`config.mk`:
```
export PLATFORM = sky130hd
export DESIGN_NAME = lfs_supervisor
export DESIGN_NICKNAME = d
export VERILOG_FILES = /design/src/lfs_pkg.sv /design/src/lfs_deglitch.sv /design/src/lfs_supervisor.sv
export SDC_FILE = /design/constraint.sdc
export NUM_CORES = 1
export LEC_CHECK = 0
export ABC_AREA = 0
export BUFFER_PORTS_ARGS = -buffer_cell sky130_fd_sc_hd__buf_2
export CAP_MARGIN = 20
export CORE_ASPECT_RATIO = 1.1
export CORE_MARGIN = 2
export CORE_UTILIZATION = 45
export CTS_BUF_LIST = sky130_fd_sc_hd__clkbuf_8
export DETAILED_ROUTE_END_ITERATION = 8
export GPL_ROUTABILITY_DRIVEN = 1
export GPL_TIMING_DRIVEN = 1
export PLACE_DENSITY = 0.61
export SYNTH_ARGS = -nofsm -noshare
export SYNTH_HDL_FRONTEND = slang
export SYNTH_SLANG_ARGS = --single-unit
```
`constraint.sdc`:
```
create_clock -name core_clk -period 1.62 [get_ports core_clk]
set_input_delay 0.324 -clock core_clk [delete_from_list [all_inputs] [get_ports core_clk]]
set_output_delay 0.324 -clock core_clk [all_outputs]
set_load 0.02 [all_outputs]
```
`src/lfs_pkg.sv`:
```
// package: constants for the load fault supervisor
package lfs_pkg;
  localparam int LFS_CHANNELS = 4;
  localparam int LFS_CLK_HZ = 40000000;
  localparam int LFS_DEGLITCH_NS = 60000;
  localparam int LFS_CLK_NS = 25;
  localparam int LFS_DEGLITCH_CYCLES = (LFS_DEGLITCH_NS + LFS_CLK_NS - 1)
                                       / LFS_CLK_NS;
  localparam int LFS_TIMER_W = 12;
  localparam logic [3:0] LFS_FAULT_RESET = 4'h0;
  localparam logic [2:0] LFS_SYNC_RESET = 3'h0;
endpackage : lfs_pkg

```
`src/lfs_deglitch.sv`:
```
// one channel off-state deglitch timer
`timescale 1ns/1ps
`default_nettype none
module lfs_deglitch
  import lfs_pkg::*;
#(
  parameter int COUNT = LFS_DEGLITCH_CYCLES,
  parameter int WIDTH = LFS_TIMER_W
) (
  input wire logic core_clk,
  input wire logic reset_n,
  input wire logic gate_on,
  output logic settled
);
  typedef struct packed {
    logic prev_on;
    logic [WIDTH-1:0] count;
    logic done;
  } lfs_dg_state_t;

  lfs_dg_state_t state;
  lfs_dg_state_t next_state;

  always_comb begin
    next_state = state;
    next_state.prev_on = gate_on;
    if (gate_on) begin
      next_state.count = '0;
      next_state.done = 1'b0;
    end else if (state.prev_on) begin
      // fresh turn-off restarts the window
      next_state.count = '0;
      next_state.done = 1'b0;
    end else if (!state.done) begin
      if (state.count == WIDTH'(COUNT - 1)) begin
        next_state.done = 1'b1;
      end else begin
        next_state.count = state.count + 1'b1;
      end
    end
  end

  always_ff @(posedge core_clk or negedge reset_n) begin
    if (!reset_n) begin
      state <= '0;
    end else begin
      state <= next_state;
    end
  end

  assign settled = state.done;
endmodule // lfs_deglitch
`default_nettype wire

```
`src/lfs_supervisor.sv`:
```
// load fault supervisor: gate gating, open-load detection, fault capture
// Function
// - open-load checked only while gate is off
// - turn-off starts 60 us per-channel deglitch
// - drain below reference after deglitch flags open-load
// - fault word bit n belongs to channel n
// - over-voltage forces all gates off
// - gates resume normally after over-voltage clears
// - over-voltage raises flag, no word bit
// - battery fault suppresses load-fault reporting
// - under-voltage blocks gate turn-on
// - under-voltage raises flag, no word bit
// - under-voltage disables load-fault reporting
// - faults gone before select fall vanish
// - select fall releases flag if faults gone
// - strap chooses internal or external reference
// - select fall captures per-channel fault status
// - select rise clears fault register
`timescale 1ns/1ps
`default_nettype none
module lfs_supervisor
  import lfs_pkg::*;
#(
  parameter int CHANNELS = LFS_CHANNELS,
  parameter int DEGLITCH_CYCLES = LFS_DEGLITCH_CYCLES
) (
  input wire logic core_clk,
  input wire logic reset_n,
  input wire logic [CHANNELS-1:0] gate_command,
  input wire logic [CHANNELS-1:0] drain_below_int_ref,
  input wire logic [CHANNELS-1:0] drain_below_ext_ref,
  input wire logic ext_ref_select,
  input wire logic bat_over_voltage,
  input wire logic bat_under_voltage,
  input wire logic chip_select_n,
  output logic [CHANNELS-1:0] gate_drive,
  output logic [CHANNELS-1:0] fault_word,
  output logic fault_flag_n_out,
  output logic fault_flag_n_oe
);
  // pin inputs except gate_command pass three flops; sync[0] feeds only sync[1]
  typedef struct packed {
    logic [CHANNELS-1:0][2:0] drain_sync;
    logic [2:0] ovp_sync;
    logic [2:0] uvp_sync;
    logic [2:0] cs_sync;
    logic [2:0] ref_sync;
    logic [CHANNELS-1:0] drain_low;
    logic ovp;
    logic uvp;
    logic cs_n;
    logic ref_ext;
    logic strap_taken;
    logic [1:0] strap_wait;
    logic [CHANNELS-1:0] fault_reg;
    logic flag;
    logic [CHANNELS-1:0] gate;
  } lfs_state_t;

  lfs_state_t state;
  lfs_state_t next_state;
  logic [CHANNELS-1:0] settled;
  logic [CHANNELS-1:0] drain_sel;

  // agreement of the two later flops counts as a change
  function automatic logic filt(input logic [2:0] s, input logic cur);
    filt = (s[1] == s[2]) ? s[2] : cur;
  endfunction

  function automatic logic ext_ref_select_mux(input logic ext,
                                              input logic a,
                                              input logic b);
    ext_ref_select_mux = ext ? b : a;
  endfunction

  genvar g;
  generate
    for (g = 0; g < CHANNELS; g++) begin : g_ch
      // comparator output picked per strap
      assign drain_sel[g] = ext_ref_select_mux(state.ref_ext,
                              drain_below_int_ref[g], drain_below_ext_ref[g]);
      lfs_deglitch #(
        .COUNT(DEGLITCH_CYCLES),
        .WIDTH(LFS_TIMER_W)
      ) u_dg (
        .core_clk(core_clk),
        .reset_n(reset_n),
        .gate_on(state.gate[g]),
        .settled(settled[g])
      );
    end
  endgenerate

  logic bat_fault;
  logic [CHANNELS-1:0] load_fault;
  logic cs_fall;
  logic cs_rise;

  always_comb begin
    next_state = state;
    bat_fault = state.ovp | state.uvp;
    // off and past deglitch, drain low, no battery fault
    load_fault = ~state.gate & settled & state.drain_low
                 & {CHANNELS{~bat_fault}};
    cs_fall = state.cs_n & ~filt(state.cs_sync, state.cs_n);
    cs_rise = ~state.cs_n & filt(state.cs_sync, state.cs_n);

    for (int i = 0; i < CHANNELS; i++) begin
      next_state.drain_sync[i] = {state.drain_sync[i][1:0], drain_sel[i]};
      next_state.drain_low[i] = filt(state.drain_sync[i],
                                     state.drain_low[i]);
    end
    next_state.ovp_sync = {state.ovp_sync[1:0], bat_over_voltage};
    next_state.uvp_sync = {state.uvp_sync[1:0], bat_under_voltage};
    next_state.cs_sync = {state.cs_sync[1:0], chip_select_n};
    next_state.ref_sync = {state.ref_sync[1:0], ext_ref_select};
    next_state.ovp = filt(state.ovp_sync, state.ovp);
    next_state.uvp = filt(state.uvp_sync, state.uvp);
    next_state.cs_n = filt(state.cs_sync, state.cs_n);

    // strap caught once after reset release, when synchroniser has filled;
    // the reset zeros in the flops must not be mistaken for the strap
    if (!state.strap_taken) begin
      if (state.strap_wait != 2'h3) begin
        next_state.strap_wait = state.strap_wait + 2'h1;
      end else if (state.ref_sync[1] == state.ref_sync[2]) begin
        next_state.ref_ext = state.ref_sync[2];
        next_state.strap_taken = 1'b1;
      end
    end

    // over-voltage forces off, under-voltage blocks on; both self-clear
    if (state.ovp) begin
      next_state.gate = '0;
    end else if (state.uvp) begin
      next_state.gate = state.gate & gate_command;
    end else begin
      next_state.gate = gate_command;
    end

    // capture at select fall only; clear at rise
    if (cs_fall) begin
      next_state.fault_reg = load_fault;
    end else if (cs_rise) begin
      next_state.fault_reg = LFS_FAULT_RESET;
    end

    // battery faults light the flag without touching the word
    if (bat_fault || (|load_fault)) begin
      next_state.flag = 1'b1;
    end else if (cs_fall) begin
      next_state.flag = 1'b0;
    end
  end

  always_ff @(posedge core_clk or negedge reset_n) begin
    if (!reset_n) begin
      state <= '0;
      state.cs_sync <= 3'h7;
      state.cs_n <= 1'b1;
    end else begin
      state <= next_state;
    end
  end

  assign gate_drive = state.gate;
  assign fault_word = state.fault_reg;
  // open drain: only ever pulls low
  assign fault_flag_n_out = 1'b0;
  assign fault_flag_n_oe = state.flag;
endmodule // lfs_supervisor
`default_nettype wire

```
==> reports/results.ini, run 1 <==
[power_and_ir_drop]
irDropWorstVdd_v = 0.0005324
pwr_density_cell_mw_per_mm2 = 1033
cellLeakagePower_nw = 2.330
power.internal_w = 0.003896
p_sw_w = 0.001435
power_frac_seq_pct = 54.7
p_total_w = 0.005330
switching_share_pct = 26.91
p_clk_share_pct = 30.2
combPwrFrac_pct = 15.1

[outcome]
status = finished, violations left
violations = negative setup slack

[global_routing]
grt_overflow = 0
track_usage_pct = 16.33
first_global_vias = 2936
grt_max_degree = 40
grt_first_pass_wirelength_microns = 13700
grt_antenna_before_repair = 0

[yosys]
synthArstFlopShare_pct = 100.0
yosys_warnings = 0
synth_flop_cell = dfrtp_1
syn_area_per_cell_sq_um = 11.28
synth_mux_area_share_pct = 2.229
syn_nets = 407
postSynthCellCount = 383
synth_top_family_by_area = simple AND/OR/NAND/NOR gates
synth.most_common_cell = dfrtp_1
synth_area_sq_mm = 0.004322
ys_seq_area_share_pct = 58.02
synthTopCellsByCount = dfrtp_1, nor2_1, nand2_1
yosysTopAreaCellShare_pct = 55.59
synth_cell_type_count = 55
synthXorXnorAreaFrac_pct = 4.459
yosys_register_bits = 100
synth_edf_count = 0
synth_area_leaders = dfrtp_1, nor2_1, xor2_1
synth_compound_area_share_pct = 9.062
synthSimpleGateAreaFrac_pct = 20.50
yosysTopAreaCell = dfrtp_1
synth-adder-area-share_pct = 3.127

[clock_tree]
cts_tree = yes
cts_sinks = 100
htree_levels = 3
clockRootBuffer = clkbuf_8
clock_latency_ps = 350
cts.reportedPaths.clkPinSlew_ps = 100
numCtsBuffers = 9
clock_path_buffers = 2

[route]
drc = 0
drt_wl_total_microns = 8112
vias = 3097
via_per_inst = 5.433
drtAntennaViolNets = 0
dr.pass1.iters = 6
route.detailed.wl_per_inst_microns = 14.23
drtIter0Drc = 188

[final_layout]
seqCellArea_sq_mm = 0.002510
final_nets = 472
final.fill_count = 812
drive_above_1_share_pct = 25.83
multiInputGateArea_sq_mm = 0.001807
area_growth_syn_to_layout_pct = 19.40
antenna-diode-count = 0
final_area_sq_mm = 0.005160

[flow_run]
max_cap_viol_count = 0

[timing]
max_freq_mhz = 593.6
finalWorstSetupSlack_ps = -64.55
fin_skew_ps = 10.73
setup_viol = 4
hold_viol_final = 0
fin_crit_sh_pct = 104.0
min_period_ps = 1685
rsz0062_at_grt = true
drv_slew = 0

[floorplanning]
dieArea_sq_mm = 0.01040
std_cell_rows = 37
chipWidth_microns = 97.44
start_util_pct = 46.21
num_io_pins = 28
chipHeight_microns = 106.8
fp.coreArea_sq_mm = 0.009351

[setup_path]
crit_required_ps = 1860
r2r_slack_ps = -60
start_kind = flop
worstPathMaxFanout = 3
r2r_start = g_ch[2].u_dg.state[8]
worstSetupPathType = reg2reg
reg2reg_to = g_ch[2].u_dg.state[6]
crit_arrival_ps = 1930
worstRegToRegCells = 5
end_kind = flop

[place]
dpl_worst_slack_ps = -95.47
routabilityCongestion = 0.8348
dp_hpwl_microns = 5598
port_buffers = 26
placed_area_sq_mm = 0.004776

[worst_hold_path]
min_to = next_state[24]
hold_class = in2reg
holdPathStages = 1
min_from = chip_select_n

[metal layers]
metal  GRT usage, %  vias to the layer above  wire [microns]  part of all wire (%)
met3          3.911                        7             274                   3.4
li1               -                     1507               -                     -
met1          22.05                     1525            3956                    49
met2          26.21                       58            3809                    47
met5              0                        -               0                     0
met4          5.357                        0              71                  0.88
[cell type report]
cell class | instances | area share, %
Timing Repair Buffer | 67 | 9.142
Sequential cell | 100 | 48.64
Tap cell | 117 | 2.837
Clock buffer | 11 | 2.934
Clock inverter | 5 | 0.9942
Multi-Input combinational cell | 264 | 35.01
Inverter | 6 | 0.4365
[cells by family (layout without fill, tap and decap cells)]
group                    count (synthesis)  count (layout)
AND/OR/NAND/NOR                        161             161
multiplexers                             9               9
adder cells (fa/ha/maj)                 12              12
AO/OA/AOI/OAI                           58              59
buffers and inverters                   20              89
XOR/XNOR                                22              22
other                                    1               1
flip-flops                             100             100
[stage by stage]
step | utilization [%] | setup TNS [ps] | std cells | hold slack, ps
after floorplan | - | -33.32 | 383 | 28.41
after global placement | 51.07 | -156.9 | 542 | 279.3
after detailed placement | 51.07 | -449.3 | 542 | 280.3
after CTS | 53.73 | -217.5 | 563 | 52.68
after global routing | 55.18 | -950.0 | 570 | 41.76
final | 55.18 | -225.1 | 570 | 70.45
[how the worst max path moves through the flow]
stage / start / endpoint / cells past startpoint / slack, ps
finish: g_ch[2].u_dg.state[8] / g_ch[2].u_dg.state[6] / 5 / -60
global route: g_ch[2].u_dg.state[8] / g_ch[2].u_dg.state[1] / 4 / -140
CTS: g_ch[2].u_dg.state[8] / g_ch[2].u_dg.state[2] / 4 / -70
detailed placement: g_ch[0].u_dg.state[2] / g_ch[0].u_dg.state[10] / 5 / -100
global placement: g_ch[0].u_dg.state[2] / g_ch[0].u_dg.state[8] / 5 / -50
floorplan: g_ch[2].u_dg.state[6] / g_ch[2].u_dg.state[2] / 4 / -20
[cells in the final DEF (no fill, tap or decap), types with 7 or more instances in the layout]
cell type,synthesis,layout
o21ai_0,15,13
nand2_1,26,26
a21oi_1,15,14
xor2_1,13,13
a31oi_1,7,7
xnor2_1,9,9
buf_2,0,25
buf_4,9,38
inv_1,6,7
nor2_1,43,43
clkbuf_8,0,11
dfrtp_1,96,94
or3_1,12,12
nand3_1,16,16
nand4_1,9,9
[registers in the layout, summed over array words and instances (netlist names)]
| name | cells |
|---|---|
| state | 19 |
| next_state | 16 |
| gate_drive | 4 |
| fault_word | 4 |
| g_ch.u_dg.settled | 4 |
| g_ch.u_dg.state | 52 |
| fault_flag_n_oe | 1 |
[critical path, cell delays in order (launching register included)]
cell      delay, ps
dfrtp_1         390
or4b_4          560
buf_4           160
o311ai_4        240
xor2_1          180
nor2_1           50
[power by group through the flow]
stage | registers, W | clock network, W | logic, W
2_1_floorplan | 0.00294 | 0 | 0.000453
3_3_place_gp | 0.00295 | 0 | 0.000725
3_5_place_dp | 0.00296 | 0 | 0.000754
4_1_cts | 0.00290 | 0.00165 | 0.000785
5_1_grt | 0.00295 | 0.00175 | 0.000934
6_report | 0.00292 | 0.00161 | 0.000804
[timing repair]
action,4_1_cts,5_1_grt
hold endpoints to repair,26,0
hold buffers,1,0
pin swaps,4,19
endpoints found under the setup margin,11,25
gates resized for setup,3,18
buffers inserted,4,6
cloned,0,1
Note: power is estimated with default switching activity, not from simulation.
==> run 2: changes to the inputs <==
Settings changed: CORE_UTILIZATION 45 to 56, PLACE_DENSITY 0.61 to 0.73.
==> reports/results.ini, run 2 (same netlist as run 1, synthesis figures left out) <==
[global_routing]
track_usage_pct = 20.72
first_global_vias = 2905
grt_first_pass_wirelength_microns = 13550
grt_overflow = 0
grt_antenna_before_repair = 0
grt_max_degree = 42

[final_layout]
final_common_cell = dfrtp_1
largest_register_ffs = 52
largest-register = g_ch.u_dg.state
area_growth_syn_to_layout_pct = 19.37
final_nets = 478
antenna-diode-count = 0
layout_common_cells = dfrtp_1, buf_4, nor2_1
stdcell_count = 564
drive_above_1_share_pct = 27.23
final.fill_count = 545

[floorplanning]
num_io_pins = 28
fp.coreArea_sq_mm = 0.007473
std_cell_rows = 33
dieArea_sq_mm = 0.008437
chipHeight_microns = 96.14
start_util_pct = 57.83
chipWidth_microns = 87.76

[route]
route.detailed.wl_per_inst_microns = 14.36
vias = 3087
drtIter0Drc = 98
via_per_inst = 5.473
dr.pass1.iters = 4
drtAntennaViolNets = 0
drc = 0
drt_wl_total_microns = 8101

[clock_tree]
clock_path_buffers = 2
clockRootBuffer = clkbuf_8
cts_sinks = 100
htree_levels = 3
cts_tree = yes
clock_latency_ps = 360
numCtsBuffers = 9
cts.reportedPaths.clkPinSlew_ps = 110

[setup_path]
crit_required_ps = 1870
r2r_slack_ps = -80
end_kind = flop
worstPathMaxFanout = 3
r2r_start = g_ch[2].u_dg.state[8]
crit_arrival_ps = 1940
start_kind = flop
worstRegToRegCells = 4
worstSetupPathType = reg2reg
reg2reg_to = g_ch[2].u_dg.state[2]

[flow_run]
max_cap_viol_count = 0

[power_and_ir_drop]
switching_share_pct = 29.68
power.internal_w = 0.003739
pwr_density_cell_mw_per_mm2 = 1031
cellLeakagePower_nw = 2.349
p_total_w = 0.005317
p_clk_share_pct = 28.8
p_sw_w = 0.001578
combPwrFrac_pct = 15.9
irDropWorstVdd_v = 0.0005908
power_frac_seq_pct = 55.2

[timing]
setup_viol = 6
finalWorstSetupSlack_ps = -77.11
max_freq_mhz = 589.2
rsz0062_at_grt = true
fin_tns_setup_ps = -211.4
min_period_ps = 1697
fin_skew_ps = 14.30
fin_crit_sh_pct = 104.8
hold_viol_final = 0
drv_slew = 0

[place]
routabilityCongestion = 0.8155
dp_cells = 540
dp_hpwl_microns = 5531
port_buffers = 26

[outcome]
status = finished, violations left
violations = negative setup slack

[worst_hold_path]
min_to = next_state[21]
holdPathStages = 1
min_from = ext_ref_select
hold_class = in2reg

[run 2: critical path, cell delays in order (launching register included)]
cell and delay (ps):
dfrtp_1 390, or4b_4 560, o41a_1 390, mux2i_1 190
nor2_1 60
[run 2: area by class of cell]
| class | count | area [sq um] | share of cell area (%) |
|---|---|---|---|
| Clock buffer | 9 | 123.9 | 2.401 |
| Clock inverter | 7 | 65.06 | 1.261 |
| Inverter | 6 | 22.52 | 0.4366 |
| Multi-Input combinational cell | 263 | 1780 | 34.51 |
| Sequential cell | 100 | 2511 | 48.68 |
| Tap cell | 105 | 131.4 | 2.547 |
| Timing Repair Buffer | 74 | 524.3 | 10.16 |
[run 2: power groups by stage]
stage,clock network [W],logic (W),registers [W]
global route,0.00169,0.000965,0.00297
CTS,0.00156,0.000798,0.00292
floorplan,0,0.000453,0.00294
global placement,0,0.000757,0.00295
detailed placement,0,0.000785,0.00296
finish,0.00153,0.000847,0.00294
[run 2: routing by layer]
layer / wire [microns] / vias up / global-route usage, %
met4: 163 / 0 / 8.846
met1: 3947 / 1497 / 29.71
met5: 0 / - / 0
met2: 3738 / 63 / 31.19
met3: 252 / 13 / 3.688
li1: - / 1514 / -
[run 2: worst max path at each step]
| stage | from | endpoint | cells after the start |
|---|---|---|---|
| 2_1_floorplan | g_ch[2].u_dg.state[6] | g_ch[2].u_dg.state[2] | 4 |
| 3_3_place_gp | g_ch[2].u_dg.state[8] | g_ch[2].u_dg.state[2] | 4 |
| 3_5_place_dp | g_ch[2].u_dg.state[8] | g_ch[2].u_dg.state[2] | 4 |
| 4_1_cts | g_ch[2].u_dg.state[8] | g_ch[2].u_dg.state[2] | 4 |
| 5_1_grt | g_ch[2].u_dg.state[8] | g_ch[2].u_dg.state[2] | 4 |
| 6_report | g_ch[2].u_dg.state[8] | g_ch[2].u_dg.state[2] | 4 |
[run 2: stage by stage]
stage / setup slack, ps / hold slack [ps] / area (sq um) / util (%)
2_1_floorplan: -21.21 / 28.41 / 4333 / -
3_3_place_gp: -16.37 / 288.7 / 4836 / 64.71
3_5_place_dp: -34.97 / 298.4 / 4836 / 64.71
4_1_cts: -75.09 / 41.27 / 5055 / 67.64
5_1_grt: -146.6 / 30.28 / 5159 / 69.03
6_report: -77.11 / 57.31 / 5159 / 69.03
[run 2: timing repair]
action	CTS	global route
setup endpoints to repair	10	25
hold buffers	1	0
endpoints found under the hold margin	27	0
gates cloned	0	0
pin swaps	4	11
resized for setup	5	14
setup buffers	1	6
==> run 3: changes to the inputs <==
Settings changed: PLACE_DENSITY 0.73 to default, PLACE_DENSITY_LB_ADDON from default to 0.3.
==> reports/results.ini, run 3 (same netlist as run 1, synthesis figures left out) <==
[clock_tree]
numCtsBuffers = 9
cts_tree = yes
clockRootBuffer = clkbuf_8
clock_path_buffers = 2
htree_levels = 3
cts.reportedPaths.clkPinSlew_ps = 90
clock_latency_ps = 360
cts_sinks = 100

[power_and_ir_drop]
power.internal_w = 0.003731
p_clk_share_pct = 27.0
power_frac_seq_pct = 56.6
p_sw_w = 0.001449
switching_share_pct = 27.97
combPwrFrac_pct = 16.4
cellLeakagePower_nw = 2.356
irDropWorstVdd_v = 0.0008197
pwr_density_cell_mw_per_mm2 = 998.2

[global_routing]
grt_overflow = 0
grt_max_degree = 33
grt_first_pass_wirelength_microns = 13420
first_global_vias = 2982
track_usage_pct = 20.67
grt_antenna_before_repair = 0

[floorplanning]
fp.coreArea_sq_mm = 0.007473
start_util_pct = 57.83
chipHeight_microns = 96.14
std_cell_rows = 33
dieArea_sq_mm = 0.008437
chipWidth_microns = 87.76
num_io_pins = 28

[final_layout]
largest-register = g_ch.u_dg.state
final_common_cell = dfrtp_1
largest_register_ffs = 52
final_nets = 480
drive_above_1_share_pct = 27.61
area_growth_syn_to_layout_pct = 20.09
layout_common_cells = dfrtp_1, buf_4, nor2_1
antenna-diode-count = 0

[setup_path]
worstSetupPathType = reg2reg
start_kind = flop
worstPathMaxFanout = 3
crit_required_ps = 1870
end_kind = flop
crit_arrival_ps = 1970

[route]
dr.pass1.iters = 4
drt_wl_total_microns = 8169
route.detailed.wl_per_inst_microns = 14.46
via_per_inst = 5.561
drtAntennaViolNets = 0
drc = 0
drtIter0Drc = 142
vias = 3142

[timing]
fin_crit_sh_pct = 106.3
max_freq_mhz = 580.7
finalWorstSetupSlack_ps = -102.0
hold_viol_final = 0
setup_viol = 8
fin_tns_setup_ps = -435.5
rsz0062_at_grt = true
min_period_ps = 1722
fin_skew_ps = 8.517
drv_slew = 0

[place]
dp_hpwl_microns = 5672
dpl_worst_slack_ps = -60.07
port_buffers = 26
routabilityCongestion = 0.7911

[flow_run]
max_cap_viol_count = 0

[worst_hold_path]
hold_class = in2reg

[outcome]
violations = negative setup slack
status = finished, violations left

[run 3: cell types whose count changed in the layout (fill, tap and decap cells not counted), sizes merged]
cell / previous run / this run
clkbuf: 9 / 10
clkinv: 2 / 3
inv: 10 / 7
buf: 73 / 75
[run 3: timing repair]
action                                 in CTS  in global routing
buffers inserted                            1                  8
pin swaps                                   5                 14
setup endpoints to repair                   8                 25
resized for setup                           3                 24
hold buffers                                1                  0
endpoints found under the hold margin      24                  0
[run 3: final cells by class]
| class | instances | area, sq um |
|---|---|---|
| Sequential cell | 100 | 2511 |
| Fill cell | 553 | 2283 |
| Multi-Input combinational cell | 263 | 1818 |
| Timing Repair Buffer | 76 | 539.3 |
| Clock buffer | 10 | 137.6 |
| Tap cell | 105 | 131.4 |
| Clock inverter | 5 | 30.03 |
| Inverter | 6 | 22.52 |
[run 3: critical path, cell delays in order, from the launching register on]
cell     delay (ps)
dfrtp_1         390
or4b_4          570
o41a_1          400
xnor2_1         190
nor2_1           60
[run 3: stage by stage]
| stage | hold slack (ps) | utilization, % | std cells | instance area (sq um) | total power, W |
|---|---|---|---|---|---|
| after floorplan | 28.41 | - | 383 | 4333 | 0.003391 |
| after global placement | 284.0 | 64.71 | 540 | 4836 | 0.003701 |
| after detailed placement | 292.8 | 64.71 | 540 | 4836 | 0.003741 |
| after CTS | 49.40 | 67.27 | 557 | 5027 | 0.005135 |
| after global routing | 39.95 | 69.45 | 565 | 5190 | 0.005482 |
| final | 59.96 | 69.45 | 565 | 5190 | 0.005181 |
[run 3: metal layers]
layer  share of wire [%]  GRT usage [%]  vias to the layer above
met2                  49          33.27                       71
li1                    -              -                     1517
met1                  45          27.53                     1540
met4                 2.3          8.846                        0
met5                   0              0                        -
met3                 3.5          3.945                       14
[run 3: power groups by stage]
stage | combinational (W) | clock [W] | sequential (W)
final | 0.000848 | 0.00140 | 0.00293
after global routing | 0.000965 | 0.00155 | 0.00297
after CTS | 0.000792 | 0.00143 | 0.00291
after detailed placement | 0.000785 | 0 | 0.00296
after global placement | 0.000757 | 0 | 0.00294
after floorplan | 0.000453 | 0 | 0.00294
[run 3: final timing paths]
| path | startpoint | endpoint | slack [ps] | cells after the start |
|---|---|---|---|---|
| max | g_ch[2].u_dg.state[8] | g_ch[2].u_dg.state[1] | -100 | 4 |
| min | chip_select_n | next_state[24] | 60 | 1 |
| max reg2reg | g_ch[2].u_dg.state[8] | g_ch[2].u_dg.state[1] | -100 | 4 |
| min reg2reg | next_state[21] | next_state[22] | 360 | 0 |
| max in group asynchronous | reset_n | gate_drive[1] | 660 | 3 |
| min in group asynchronous | reset_n | g_ch[1].u_dg.state[11] | 440 | 2 |
